## src/pce_pkg.sv

```systemverilog
/*
  Package for the port configuration block with port 0 edge interrupts.
  Holds register word indices, reset values, field codes and carrier structs.
  Assumes a 32-bit APB with one register per aligned word.
*/
//
// Behaviour
// Port 0 pin 6: irq input, irq input pull-up, push-pull, timer A output.
// Port 0 pin 5: irq input, irq input pull-up, push-pull, open-drain.
// Port 0 pin 4: irq input, irq input pull-up, push-pull, PWM output.
// Port 0 low: pin 3 code 11 buzzer, pins 1 and 0 open-drain.
// Interrupt enable register: one enable bit per port 0 interrupt pin.
// Pending bit reads 1 while pending; write 0 clears, write 1 no effect.
// Port 1 fields: Schmitt input, pull-up, push-pull, comparator; timer A inputs.
// Port 2 high: pins 7,6 analog on 11; pins 5,4 code 01 comparator input.
// Port 2 low: 11 analog; 01 opamp neg, opamp pos, timer D, pull-up.
// Software sets port 2 pin 3 to analog mode while the op amp runs.
// Enabled falling edge sets pending; request holds until software clears.
package pce_pkg;

  localparam logic [7:0] PCE_ADDR_P0_IRQ_EN  = 8'hE3;
  localparam logic [7:0] PCE_ADDR_P0_CFG_HI  = 8'hE4;
  localparam logic [7:0] PCE_ADDR_P0_CFG_LO  = 8'hE5;
  localparam logic [7:0] PCE_ADDR_P0_PEND    = 8'hE6;
  localparam logic [7:0] PCE_ADDR_P1_CFG     = 8'hE7;
  localparam logic [7:0] PCE_ADDR_P2_CFG_HI  = 8'hE8;
  localparam logic [7:0] PCE_ADDR_P2_CFG_LO  = 8'hE9;
  localparam logic [7:0] PCE_ADDR_IRQ_STAT   = 8'hF0;
  localparam logic [7:0] PCE_ADDR_IRQ_MASK   = 8'hF4;

  localparam logic [7:0] PCE_RST_REG         = 8'h00;
  localparam logic [7:0] PCE_P0_IRQ_BITS     = 8'h7B;
  localparam logic [7:0] PCE_P0_CFG_HI_BITS  = 8'h3F;
  localparam logic [7:0] PCE_P0_CFG_LO_BITS  = 8'hCF;
  localparam logic [7:0] PCE_P1_CFG_BITS     = 8'h3F;

  localparam logic [1:0] PCE_MODE_IN    = 2'h0;
  localparam logic [1:0] PCE_MODE_ALT01 = 2'h1;
  localparam logic [1:0] PCE_MODE_PP    = 2'h2;
  localparam logic [1:0] PCE_MODE_ALT11 = 2'h3;

  typedef struct packed {
    logic [7:0] p0_irq_en;
    logic [7:0] p0_cfg_hi;
    logic [7:0] p0_cfg_lo;
    logic [7:0] p0_pend;
    logic [7:0] p1_cfg;
    logic [7:0] p2_cfg_hi;
    logic [7:0] p2_cfg_lo;
    logic [7:0] irq_mask;
    logic [31:0] prdata;
  } pce_regs_t;

  typedef struct packed {
    logic [7:0] out;
    logic [7:0] oe;
    logic [7:0] pull_up;
    logic [7:0] analog;
  } pce_pins_t;

  typedef struct packed {
    logic [7:0] ff1;
    logic [7:0] ff2;
    logic [7:0] prev;
  } pce_sync_t;

endpackage

```

## src/pce_pin_mux.sv

```systemverilog
/*
  Pin mode decoder for one pin: field code and alternate options to drive, enable,
  pull-up and analog select. Purely combinational; used by the port block.
*/
`timescale 1ns/1ps
module pce_pin_mux #(
  parameter bit ALT11_IS_OD     = 1'b0,
  parameter bit ALT11_IS_ANALOG = 1'b0,
  parameter bit ALT01_IS_ANALOG = 1'b0,
  parameter bit ALT01_IS_OUT    = 1'b0,
  parameter bit ALT01_PULLS     = 1'b1
) (
  input  wire logic [1:0] mode,
  input  wire logic       data_bit,
  input  wire logic       alt_out,
  output logic            pin_out,
  output logic            pin_oe,
  output logic            pull_up,
  output logic            analog
);

  always_comb begin
    pin_out = 1'b0;
    pin_oe  = 1'b0;
    pull_up = 1'b0;
    analog  = 1'b0;
    unique case (mode)
      pce_pkg::PCE_MODE_IN: begin
        pin_out = 1'b0;
      end
      pce_pkg::PCE_MODE_ALT01: begin
        pull_up = ALT01_PULLS;
        analog  = ALT01_IS_ANALOG;
        pin_out = ALT01_IS_OUT & alt_out;
        pin_oe  = ALT01_IS_OUT;
      end
      pce_pkg::PCE_MODE_PP: begin
        pin_out = data_bit;
        pin_oe  = 1'b1;
      end
      pce_pkg::PCE_MODE_ALT11: begin
        analog = ALT11_IS_ANALOG;
        if (ALT11_IS_OD) begin
          // Open drain: only ever pulls low
          pin_out = 1'b0;
          pin_oe  = ~data_bit;
        end else if (!ALT11_IS_ANALOG) begin
          pin_out = alt_out;
          pin_oe  = 1'b1;
        end
      end
    endcase
  end

endmodule

```

## src/pce_port_cfg.sv

```systemverilog
/*
  Port configuration block: three bit-programmable ports with falling-edge
  interrupts on port 0, reached over APB. Assumes pclk 100 MHz, presetn async
  low, and that pin inputs arrive asynchronously from the board.
*/
`timescale 1ns/1ps
module pce_port_cfg (
  input  wire logic        pclk,
  input  wire logic        presetn,
  input  wire logic        psel,
  input  wire logic        penable,
  input  wire logic        pwrite,
  input  wire logic [11:0] paddr,
  input  wire logic [31:0] pwdata,
  input  wire logic [3:0]  pstrb,
  output logic      [31:0] prdata,
  output logic             pready,
  output logic             pslverr,
  output logic             irq,
  input  wire logic [7:0]  p0_in,
  input  wire logic [7:0]  p1_in,
  input  wire logic [7:0]  p2_in,
  input  wire logic [7:0]  p0_data,
  input  wire logic [7:0]  p1_data,
  input  wire logic [7:0]  p2_data,
  input  wire logic        timer_a_output,
  input  wire logic        buzzer_output,
  input  wire logic        pwm_output,
  input  wire logic        timer_d_output,
  output pce_pkg::pce_pins_t p0_pins,
  output pce_pkg::pce_pins_t p1_pins,
  output pce_pkg::pce_pins_t p2_pins,
  output logic [7:0]       p0_sync,
  output logic [7:0]       p1_sync,
  output logic [7:0]       p2_sync,
  output logic             timer_a_capture_input,
  output logic             timer_a_clock_input,
  output logic [3:0]       comparator_neg_sel,
  output logic             comparator_zero_pos_sel,
  output logic             opamp_negative_sel,
  output logic             opamp_positive_sel
);

  ////////////////////////////////////////////////////////////////////////////
  // State
  typedef struct packed {
    pce_pkg::pce_regs_t regs;
    pce_pkg::pce_sync_t s0;
    logic [7:0]         s1a;
    logic [7:0]         s1b;
    logic [7:0]         s2a;
    logic [7:0]         s2b;
  } pce_state_t;

  pce_state_t st_q;
  pce_state_t st_d;

  logic       wr_en;
  logic       rd_en;
  logic       addr_ok;
  logic [7:0] wbyte;
  logic [7:0] fall;
  logic [7:0] pin_evt;
  logic [7:0] p0_edge_src;

  function automatic logic addr_is(input logic [11:0] a, input logic [7:0] r);
    addr_is = (a[11:10] == 2'h0) && (a[9:2] == r);
  endfunction

  ////////////////////////////////////////////////////////////////////////////
  // Bus decode; zero wait state, unmapped address answers with pslverr
  assign wr_en   = psel & penable & pwrite;
  assign rd_en   = psel & penable & ~pwrite;
  assign wbyte   = pstrb[0] ? pwdata[7:0] : 8'h00;
  assign addr_ok = addr_is(paddr, pce_pkg::PCE_ADDR_P0_IRQ_EN)
                 | addr_is(paddr, pce_pkg::PCE_ADDR_P0_CFG_HI)
                 | addr_is(paddr, pce_pkg::PCE_ADDR_P0_CFG_LO)
                 | addr_is(paddr, pce_pkg::PCE_ADDR_P0_PEND)
                 | addr_is(paddr, pce_pkg::PCE_ADDR_P1_CFG)
                 | addr_is(paddr, pce_pkg::PCE_ADDR_P2_CFG_HI)
                 | addr_is(paddr, pce_pkg::PCE_ADDR_P2_CFG_LO)
                 | addr_is(paddr, pce_pkg::PCE_ADDR_IRQ_STAT)
                 | addr_is(paddr, pce_pkg::PCE_ADDR_IRQ_MASK);
  assign pready  = 1'b1;
  assign pslverr = psel & penable & ~addr_ok;
  assign prdata  = st_q.regs.prdata;

  // Edge detect reads the second stage only, never the first
  assign fall    = st_q.s0.prev & ~st_q.s0.ff2;
  assign pin_evt = fall & st_q.regs.p0_irq_en & pce_pkg::PCE_P0_IRQ_BITS;
  // An output pin holds prev high, so a low level on it counts as a falling edge
  always_comb begin
    p0_edge_src = 8'h00;
    for (int i = 0; i < 8; i++) begin
      p0_edge_src[i] = ~p0_pins.oe[i];
    end
  end

  ////////////////////////////////////////////////////////////////////////////
  // Next state
  always_comb begin
    st_d        = st_q;
    st_d.s0.ff1 = p0_in;
    st_d.s0.ff2 = st_q.s0.ff1;
    st_d.s0.prev = st_q.s0.ff2 | ~p0_edge_src;
    st_d.s1a    = p1_in;
    st_d.s1b    = st_q.s1a;
    st_d.s2a    = p2_in;
    st_d.s2b    = st_q.s2a;

    if (wr_en) begin
      if (addr_is(paddr, pce_pkg::PCE_ADDR_P0_IRQ_EN)) begin
        st_d.regs.p0_irq_en = wbyte & pce_pkg::PCE_P0_IRQ_BITS;
      end
      if (addr_is(paddr, pce_pkg::PCE_ADDR_P0_CFG_HI)) begin
        st_d.regs.p0_cfg_hi = wbyte & pce_pkg::PCE_P0_CFG_HI_BITS;
      end
      if (addr_is(paddr, pce_pkg::PCE_ADDR_P0_CFG_LO)) begin
        st_d.regs.p0_cfg_lo = wbyte & pce_pkg::PCE_P0_CFG_LO_BITS;
      end
      if (addr_is(paddr, pce_pkg::PCE_ADDR_P0_PEND)) begin
        st_d.regs.p0_pend = st_q.regs.p0_pend & wbyte;
      end
      if (addr_is(paddr, pce_pkg::PCE_ADDR_IRQ_STAT)) begin
        st_d.regs.p0_pend = st_q.regs.p0_pend & ~wbyte;
      end
      if (addr_is(paddr, pce_pkg::PCE_ADDR_P1_CFG)) begin
        st_d.regs.p1_cfg = wbyte & pce_pkg::PCE_P1_CFG_BITS;
      end
      if (addr_is(paddr, pce_pkg::PCE_ADDR_P2_CFG_HI)) begin
        st_d.regs.p2_cfg_hi = wbyte;
      end
      if (addr_is(paddr, pce_pkg::PCE_ADDR_P2_CFG_LO)) begin
        st_d.regs.p2_cfg_lo = wbyte;
      end
      if (addr_is(paddr, pce_pkg::PCE_ADDR_IRQ_MASK)) begin
        st_d.regs.irq_mask = wbyte & pce_pkg::PCE_P0_IRQ_BITS;
      end
    end
    // Set wins over a clear in the same cycle
    st_d.regs.p0_pend = st_d.regs.p0_pend | pin_evt;

    st_d.regs.prdata = 32'h0000_0000;
    if (psel && !penable && !pwrite) begin
      unique case (1'b1)
        addr_is(paddr, pce_pkg::PCE_ADDR_P0_IRQ_EN):
          st_d.regs.prdata[7:0] = st_q.regs.p0_irq_en;
        addr_is(paddr, pce_pkg::PCE_ADDR_P0_CFG_HI):
          st_d.regs.prdata[7:0] = st_q.regs.p0_cfg_hi;
        addr_is(paddr, pce_pkg::PCE_ADDR_P0_CFG_LO):
          st_d.regs.prdata[7:0] = st_q.regs.p0_cfg_lo;
        addr_is(paddr, pce_pkg::PCE_ADDR_P0_PEND),
        addr_is(paddr, pce_pkg::PCE_ADDR_IRQ_STAT):
          st_d.regs.prdata[7:0] = st_d.regs.p0_pend;
        addr_is(paddr, pce_pkg::PCE_ADDR_P1_CFG):
          st_d.regs.prdata[7:0] = st_q.regs.p1_cfg;
        addr_is(paddr, pce_pkg::PCE_ADDR_P2_CFG_HI):
          st_d.regs.prdata[7:0] = st_q.regs.p2_cfg_hi;
        addr_is(paddr, pce_pkg::PCE_ADDR_P2_CFG_LO):
          st_d.regs.prdata[7:0] = st_q.regs.p2_cfg_lo;
        addr_is(paddr, pce_pkg::PCE_ADDR_IRQ_MASK):
          st_d.regs.prdata[7:0] = st_q.regs.irq_mask;
        default:
          st_d.regs.prdata = 32'h0000_0000;
      endcase
    end else if (rd_en) begin
      // Hold data through the access phase, refresh pending view
      st_d.regs.prdata = st_q.regs.prdata;
      if (addr_is(paddr, pce_pkg::PCE_ADDR_P0_PEND) ||
          addr_is(paddr, pce_pkg::PCE_ADDR_IRQ_STAT)) begin
        st_d.regs.prdata[7:0] = st_q.regs.p0_pend;
      end
    end
  end

  always_ff @(posedge pclk or negedge presetn) begin
    if (!presetn) begin
      st_q <= '0;
    end else begin
      st_q <= st_d;
    end
  end

  ////////////////////////////////////////////////////////////////////////////
  // Interrupt and synchronised inputs
  assign irq     = |(st_q.regs.p0_pend & st_q.regs.irq_mask);
  assign p0_sync = st_q.s0.ff2;
  assign p1_sync = st_q.s1b;
  assign p2_sync = st_q.s2b;

  // Timer A inputs follow pins 1 and 0 in either input mode
  assign timer_a_capture_input = ~st_q.regs.p1_cfg[3] & st_q.s1b[1];
  assign timer_a_clock_input   = ~st_q.regs.p1_cfg[1] & st_q.s1b[0];

  assign comparator_zero_pos_sel = p1_pins.analog[0];
  assign comparator_neg_sel      = {p2_pins.pull_up[5] ? 1'b0 : p2_pins.analog[5]
                                     & (st_q.regs.p2_cfg_hi[3:2] == pce_pkg::PCE_MODE_ALT01),
                                    (st_q.regs.p2_cfg_hi[1:0] == pce_pkg::PCE_MODE_ALT01),
                                    p1_pins.analog[2], p1_pins.analog[1]};
  assign opamp_negative_sel = (st_q.regs.p2_cfg_lo[5:4] == pce_pkg::PCE_MODE_ALT01);
  assign opamp_positive_sel = (st_q.regs.p2_cfg_lo[3:2] == pce_pkg::PCE_MODE_ALT01);

  ////////////////////////////////////////////////////////////////////////////
  // Pin muxes; R10 is software's duty, pin 3 code 11 is plain analog here
  localparam logic [7:0] P0_OD   = 8'h23;
  localparam logic [7:0] P0_USED = 8'h7B;
  localparam logic [7:0] P2_A01  = 8'h07;
  localparam logic [7:0] P2_OUT1 = 8'h01;
  localparam logic [7:0] P2_PU1  = 8'hC8;

  logic [15:0] p0_fields;
  logic [7:0]  p0_alt;
  pce_pkg::pce_pins_t p0_raw;
  assign p0_fields = {2'h0, st_q.regs.p0_cfg_hi[5:0], st_q.regs.p0_cfg_lo[7:6],
                      2'h0, st_q.regs.p0_cfg_lo[3:0]};
  assign p0_alt    = {1'b0, timer_a_output, 1'b0, pwm_output, buzzer_output,
                      3'h0};

  genvar g;
  generate
    for (g = 0; g < 8; g++) begin : g_pin
      pce_pin_mux #(
        .ALT11_IS_OD     (P0_OD[g]),
        .ALT11_IS_ANALOG (1'b0),
        .ALT01_IS_ANALOG (1'b0),
        .ALT01_IS_OUT    (1'b0),
        .ALT01_PULLS     (1'b1)
      ) u_p0 (
        .mode     (P0_USED[g] ? p0_fields[2*g +: 2] : pce_pkg::PCE_MODE_IN),
        .data_bit (p0_data[g]),
        .alt_out  (p0_alt[g]),
        .pin_out  (p0_raw.out[g]),
        .pin_oe   (p0_raw.oe[g]),
        .pull_up  (p0_raw.pull_up[g]),
        .analog   (p0_raw.analog[g])
      );
      pce_pin_mux #(
        .ALT11_IS_OD     (1'b0),
        .ALT11_IS_ANALOG (1'b1),
        .ALT01_IS_ANALOG (1'b0),
        .ALT01_IS_OUT    (1'b0),
        .ALT01_PULLS     (1'b1)
      ) u_p1 (
        .mode     (g < 3 ? st_q.regs.p1_cfg[2*(g%3) +: 2] : pce_pkg::PCE_MODE_IN),
        .data_bit (p1_data[g]),
        .alt_out  (1'b0),
        .pin_out  (p1_pins.out[g]),
        .pin_oe   (p1_pins.oe[g]),
        .pull_up  (p1_pins.pull_up[g]),
        .analog   (p1_pins.analog[g])
      );
      pce_pin_mux #(
        .ALT11_IS_OD     (1'b0),
        .ALT11_IS_ANALOG (1'b1),
        .ALT01_IS_ANALOG (!P2_PU1[g] && !P2_OUT1[g]),
        .ALT01_IS_OUT    (P2_OUT1[g]),
        .ALT01_PULLS     (P2_PU1[g])
      ) u_p2 (
        .mode     (g < 4 ? st_q.regs.p2_cfg_lo[2*(g%4) +: 2]
                         : st_q.regs.p2_cfg_hi[2*(g%4) +: 2]),
        .data_bit (p2_data[g]),
        .alt_out  (timer_d_output),
        .pin_out  (p2_pins.out[g]),
        .pin_oe   (p2_pins.oe[g]),
        .pull_up  (p2_pins.pull_up[g]),
        .analog   (p2_pins.analog[g])
      );
    end
  endgenerate

  assign p0_pins = p0_raw;

endmodule

```

## config.mk

```make
export PLATFORM = sky130hd
export DESIGN_NAME = pce_port_cfg
export DESIGN_NICKNAME = d
export VERILOG_FILES = /design/src/pce_pkg.sv /design/src/pce_pin_mux.sv /design/src/pce_port_cfg.sv
export SDC_FILE = /design/constraint.sdc
export NUM_CORES = 1
export LEC_CHECK = 0
export CORE_MARGIN = 4
export CORE_UTILIZATION = 50
export DETAILED_ROUTE_END_ITERATION = 10
export DONT_BUFFER_PORTS = 1
export MAX_ROUTING_LAYER = met4
export PLACE_DENSITY = 0.72
export REMOVE_ABC_BUFFERS = 1
export SLEW_MARGIN = 10
export SYNTH_ARGS = -nofsm -noshare
export SYNTH_HDL_FRONTEND = slang
export SYNTH_SLANG_ARGS = --single-unit
export TNS_END_PERCENT = 5
```

## constraint.sdc

```tcl
create_clock -name pclk -period 1.6 [get_ports pclk]
set_input_delay 0.08 -clock pclk [delete_from_list [all_inputs] [get_ports pclk]]
set_output_delay 0.08 -clock pclk [all_outputs]
set_load 0.02 [all_outputs]
```

# Yosys cells after proc, flatten, opt, wreduce, memory -nomap -nowiden
# Cells that the tools add are included.
[classes]
eq_ne = 62
muxes = 69
bitwise_logic = 38
n_reduce_logical = 44
[op_table]
columns = ["op", "count"]
rows = [
  ["$eq A8 B8 Y1 const B", 9],
  ["$eq A2 B2 Y1 const B", 34],
  ["$mux W32", 2],
  ["$pmux W8 S8", 1],
  ["$mux W8", 6],
  ["$mux W1", 47],
  ["$mux W40", 1],
  ["$eq A2 B1 Y1 const B", 17],
  ["$reduce_or A2 Y1", 12],
  ["$and A8 B8 Y8", 2],
  ["$and A7 B7 Y7", 2],
  ["$logic_not A2 Y1", 7],
  ["$not A7 Y7", 2],
  ["$pmux W1 S2", 7],
  ["$reduce_and A2 Y1", 7],
  ["$not A1 Y1", 13],
  ["$logic_and A1 B1 Y1", 11],
  ["$pmux W1 S3", 3],
  ["$reduce_or A3 Y1", 3],
  ["$and A8 B7 Y8", 1],
  ["$not A8 Y8", 1],
  ["$or A1 B1 Y1", 8],
  ["$or A8 B7 Y8", 1],
  ["$reduce_or A8 Y1", 1],
  ["other kinds (8)", 15],
]
[totals]
ff_bits = 141
in_bits = 105
output_inout_bits = 164
elab_cells = 230

# Depth between registers and ports, before layout
[logic_depth]
word_depth = 12
mapped_depth = 8
mapped_depth_nobuf = 5

# Hierarchy
# From an unflattened synthesis, not the netlist that was laid out.
[unflattened]
cells_unflattened = 624
area_unflattened_um2 = 6108.4
[by_module_without_submodules]
columns = ["mod", "instances", "cells_each", "area_each_um2", "seq_area_each_um2"]
rows = [
  ["pce_port_cfg", 1, 505, 5258.8, 2902.8],
  ["pce_pin_mux (g_pin[0].u_p1 ...)", 11, 4, 32.5, 0.0],
  ["pce_pin_mux (g_pin[2].u_p0 ...)", 5, 6, 37.5, 0.0],
  ["pce_pin_mux (g_pin[1].u_p2 ...)", 4, 5, 30.0, 0.0],
  ["pce_pin_mux (g_pin[0].u_p0 ...)", 3, 5, 37.5, 0.0],
  ["pce_pin_mux (g_pin[0].u_p2)", 1, 10, 71.3, 0.0],
]

# Worst setup path after synthesis
# Ideal clock, no wire load.
[synth_path]
kind = "in2reg"
startpoint = "in paddr[11]"
endpoint = "reg st_q, in the netlist prdata[7]"
setup_ns = 0.129
arrival_ns = 1.613
t_required_ns = 1.471
setup_slack_ns = -0.142
stages = 7
n_path_buf = 2
cell_sequence = "buf_6 > or4b_1 > buf_2 > or4_4 > a21oi_2 > nand4bb_1 > a31oi_1"
[synth_via]
elab_chain_len = 8
word_cells_on_any_way = 19
classes_between = "1 x eq/ne; 5 x mux; 1 x bitwise; 12 x reduce/logical"
[synth_lines]
columns = ["element", "line_no", "text"]
rows = [
  ["start: declaration", "pce_port_cfg.sv:13", "input wire logic [11:0] paddr,"],
  ["$logic_not A2 Y1 *", "pce_port_cfg.sv:67", "addr_is = (a[11:10] == 2'h0) && (a[9:2] == r);"],
  ["$logic_and A1 B1 Y1", "pce_port_cfg.sv:67", ""],
  ["$mux W8", "pce_port_cfg.sv:121", "if (addr_is(paddr, pce_pkg::PCE_ADDR_P0_PEND)) begin"],
  ["$mux W8", "pce_port_cfg.sv:124", "if (addr_is(paddr, pce_pkg::PCE_ADDR_IRQ_STAT)) begin"],
  ["$mux W40", "pce_port_cfg.sv:111", "if (wr_en) begin"],
  ["$or A8 B7 Y8", "pce_port_cfg.sv:141", "st_d.regs.p0_pend = st_d.regs.p0_pend | pin_evt;"],
  ["$pmux W8 S8", "pce_port_cfg.sv:145", "unique case (1'b1)"],
  ["$mux W32", "pce_port_cfg.sv:144", "if (psel && !penable && !pwrite) begin"],
  ["end signal: assignment", "pce_port_cfg.sv:180", "st_q <= st_d;"],
  ["end: declaration", "pce_port_cfg.sv:55", "pce_state_t st_q;"],
]
# Every way passes the cells marked *; elsewhere a longest branch is shown, timed or not.
# A chain may end at the register's enable or synchronous reset.

# Final worst setup path
[layout_path]
startpoint = "reg st_q, in the netlist p0_fields[6]"
endpoint = "reg st_q, in the netlist prdata[6]"
[layout_via]
elab_chain_len = 2
[layout_lines]
columns = ["element", "line_no"]
rows = [
  ["$pmux W8 S8", "pce_port_cfg.sv:145"],
  ["$mux W32", "pce_port_cfg.sv:144"],
]
# Every way passes these cells.

==> metrics.md <==
| Metric | Value |
|---|---|
| Die Y | about 120 µm |
| Setup slack after layout | 0.0358 ns |
| Antenna viol nets, final | 0 |
| # Max-Cap Violations | 0 |
| Clk pwr share | 0.517 |
| Worst skew pair latency | around 0.41 ns |
| Die area | between 10000 and 15000 µm² |
| Longest Clk Path Bufs | 2 |
| Switching share of total power | 0.226 |
| Vias in the first global route | about 4500 |
| Root buffer cell | clkbuf_16 |
| Total detailed-routing wirelength | approximately 17 mm |
| Initial antenna violation count | 0 |
| Min Hold Slack | -0.636 ns |
| Status | complete, but fails checks |
| Worst EP required | around 1.9 ns |
| First-pass GRT wire length | roughly 25 mm |
| Clock skew | about 0.009 ns |
| Prevailing post-synth register cell | dfrtp_1 |
| Crit path max fanout | 2 |
| Fin crit share | 0.978 |
| Post-Syn Instances | about 670 |
| Synthesized cell area | between 6000 and 7000 µm² |
| Max frequency | 0.639 GHz |
| Setup WS pre-CTS | -0.125 ns |
| Detail Placement HPWL | between 10 and 15 mm |
| Num rows | 41 |
| Critical Path Sink Type | register |
| Die width | between 100 and 150 µm |
| P per Cell Area | roughly 1000 nW/µm² |
| Tightest Pin Transition | 0.518 ns |
| Cts hold-fix bufs | 37 |
| Largest net degree at the start of global routing | between 100 and 150 |
| Power share of the combinational group | 0.056 |
| GP Congestion | about 0.89 |
| RSZ-0062 raised after global routing | true |
| Failing checks | hold timing |
| Clock transition at path regs | 0.06 ns |
| R2r setup slk | 0.04 ns |
| Hold crit path type | in2async |
| Share of post-route cells with drive strength above 1 | 0.190 |
| DRC Markers | 0 |
| Total track usage | 0.232 |
| Pleak | 3.23 nW |
| Worst setup SP type | register |
| Reg2Reg Launch Point | p0_fields[6] |
| Core Box Area | about 13000 µm² |
| DRT iter0 DRCs | approximately 290 |
| Fin crit period | between 1.5 and 2 ns |
| Clock Sinks | about 120 |
| IO Port Bufs | 0 |
| Warnings from Yosys | 0 |
| Max rail drop VDD | 0.000836 V |
| Arr. time, crit path | about 1.9 ns |
| 1st-pass router iterations | 5 |
| Final-layout fill cell count | approximately 1100 |
| CTS Buf Count | 17 |
| Critical path startpoint | p0_fields[6] |
| Yosys cell types | 58 |
| Vias per cell | ~5.4 |
| Initial core utilization | 0.510 |
| Syn-to-layout area delta | 9.67% |
| Internal power | ~5.7 mW |
| Switching power total | approximately 1.7 mW |
| Seq pwr share | 0.427 |
| CTS tree | built |
| H-tree levels | 4 |
| #FFs+latches synth | about 120 |
| Overflow after GRT | 0 |
| Relative max-transition margin | 0.655 |
| Worst setup endpoint | prdata[6] |
| Final hold violations | 116 |
| IO Count | ~270 |
| Sequential fraction of the synthesis area | 0.453 |
| Routed len/inst | roughly 20 µm |
| Post-synth EDFFs | 0 |
| # setup viols final | 0 |
| # nets final | between 700 and 800 |
| Reg-to-Reg End | prdata[6] |
| Fin. max-slew vios | 0 |
| Ant diodes | 0 |
| Worst reg2reg path depth | 5 |
| Vias after detailed routing | between 4000 and 5000 |
| Mean post-synth cell area | between 9 and 10 µm² |
| Critical path class | reg2reg |
| Async S/R FF share, synth | 1.00 |
| Setup tns final | 0 ns |
[state kept, by name (all words and copies together) (netlist names)]
signal / count
p0_fields: 12
p2_sync: 8
p0_sync: 8
prdata: 8
st_d: 24
p1_sync: 8
st_q: 48
[worst max-delay path, stage by stage, from the launching register on]
cell	delay [ns]
dfrtp_1	0.37
and4b_1	0.19
a211oi_2	0.23
nor4_2	0.08
o31a_1	0.30
o32a_1	0.28
[power by group through the flow]
stage | Clock [mW] | Sequential [mW] | Combinational (mW)
after floorplan | 0 | 3.16 | 0.252
after global placement | 0 | 3.17 | 0.324
after detailed placement | 0 | 3.18 | 0.327
after CTS | 3.84 | 3.13 | 0.402
after global routing | 3.98 | 3.13 | 0.440
final | 3.79 | 3.13 | 0.410
[routing by layer]
metal  vias up  share of wire  global-route usage
met5         -              0                   -
met4         0          0.021              0.0805
met3        27          0.097              0.0653
met2       256           0.49               0.370
li1       2042              -                   -
met1      2236           0.40               0.285
[logic make-up (layout without fill, tap and decap cells)]
group / count (synthesis) / in the layout / share of synthesized area
AND/OR/NAND/NOR: 219 / 219 / 0.191
adder cells (fa/ha/maj): 3 / 3 / 0.00585
flip-flops: 116 / 116 / 0.453
AO/OA/AOI/OAI: 110 / 110 / 0.104
multiplexers: 23 / 23 / 0.0382
other: 2 / 64 / 0.00117
buffers and inverters: 194 / 139 / 0.207
[final cells by class]
class / instances / area [µm²] / share of cell area
Sequential cell: 116 / 2900 / 0.413
Multi-Input combinational cell: 419 / 2430 / 0.345
Timing Repair Buffer: 104 / 876 / 0.124
Clock buffer: 20 / 457 / 0.0649
Tap cell: 172 / 215 / 0.0306
Clock inverter: 9 / 131 / 0.0187
Inverter: 6 / 22.5 / 0.00320
[cells in the final DEF (no fill, tap or decap), types with 12 or more instances in the layout]
master and n:
nand2_1 61, buf_4 67, o21ai_0 62, clkbuf_16 17, and2_1 25, nand3_1 23, dfrtp_1 115, dlygate4sd3_1 36
nor2b_1 33, mux2_2 12, conb_1 64, nor2_1 21
[how the worst min path moves through the flow]
stage / startpoint / end / slack [ns] / depth (start not counted)
5_1_grt: presetn / p2_sync[5] / -0.65 / 0
6_report: presetn / st_d[44] / -0.64 / 0
3_5_place_dp: presetn / st_d[21] / -0.21 / 0
4_1_cts: presetn / st_d[21] / -0.64 / 0
3_3_place_gp: presetn / st_d[44] / -0.21 / 0
2_1_floorplan: presetn / p0_fields[0] / -0.22 / 0
[per-stage QoR]
step | util | instances | hold WS, ns | power [mW] | instance area (µm²)
5_1_grt | 0.560 | 846 | -0.654 | 7.55 | 7040
3_3_place_gp | 0.482 | 780 | -0.213 | 3.50 | 6060
6_report | 0.560 | 846 | -0.636 | 7.32 | 7040
2_1_floorplan | - | 541 | -0.216 | 3.41 | 5340
3_5_place_dp | 0.482 | 780 | -0.212 | 3.50 | 6060
4_1_cts | 0.559 | 846 | -0.644 | 7.37 | 7030
[repair_timing]
item | 4_1_cts | 5_1_grt
endpoints found under the hold margin | 159 | 116
pin swaps | 0 | 1
gates resized for setup | 2 | 4
setup buffers | 0 | 0
setup endpoints to repair | 2 | 4
[synth_stat cells (2+ instances only)]
| cell | number | share of area |
|---|---|---|
| a22oi_1 | 4 | 0.0047 |
| nand2b_1 | 2 | 0.0020 |
| a41oi_1 | 3 | 0.0041 |
| mux2i_1 | 11 | 0.017 |
| a221oi_1 | 5 | 0.0068 |
| and4b_1 | 3 | 0.0047 |
| or4b_2 | 2 | 0.0031 |
| o311ai_0 | 3 | 0.0041 |
| nor3b_1 | 4 | 0.0047 |
| nor3_1 | 4 | 0.0031 |
| nor3_2 | 2 | 0.0031 |
| nor2b_1 | 33 | 0.032 |
| conb_1 | 2 | 0.0012 |
| buf_4 | 155 | 0.18 |
| o22ai_1 | 3 | 0.0029 |
| nand3b_1 | 2 | 0.0023 |
| nor2_1 | 22 | 0.013 |
| clkbuf_1 | 22 | 0.013 |
| a21oi_1 | 7 | 0.0055 |
| ha_1 | 3 | 0.0059 |
| nand3_1 | 23 | 0.018 |
| a21boi_0 | 4 | 0.0047 |
| nand2_1 | 61 | 0.036 |
| a31oi_1 | 4 | 0.0039 |
| buf_2 | 9 | 0.0070 |
| or2_2 | 7 | 0.0068 |
| inv_1 | 6 | 0.0035 |
| a211oi_1 | 3 | 0.0035 |
| nand4b_1 | 5 | 0.0068 |
| and2_1 | 25 | 0.024 |
| mux2_2 | 12 | 0.021 |
| nor4_1 | 3 | 0.0029 |
| and3b_1 | 5 | 0.0068 |
| and3_1 | 6 | 0.0059 |
| nor4b_1 | 2 | 0.0027 |
| o21ai_0 | 62 | 0.048 |
| o211ai_1 | 2 | 0.0023 |
| dfrtp_1 | 116 | 0.45 |
(Power assumes the default switching activity.)
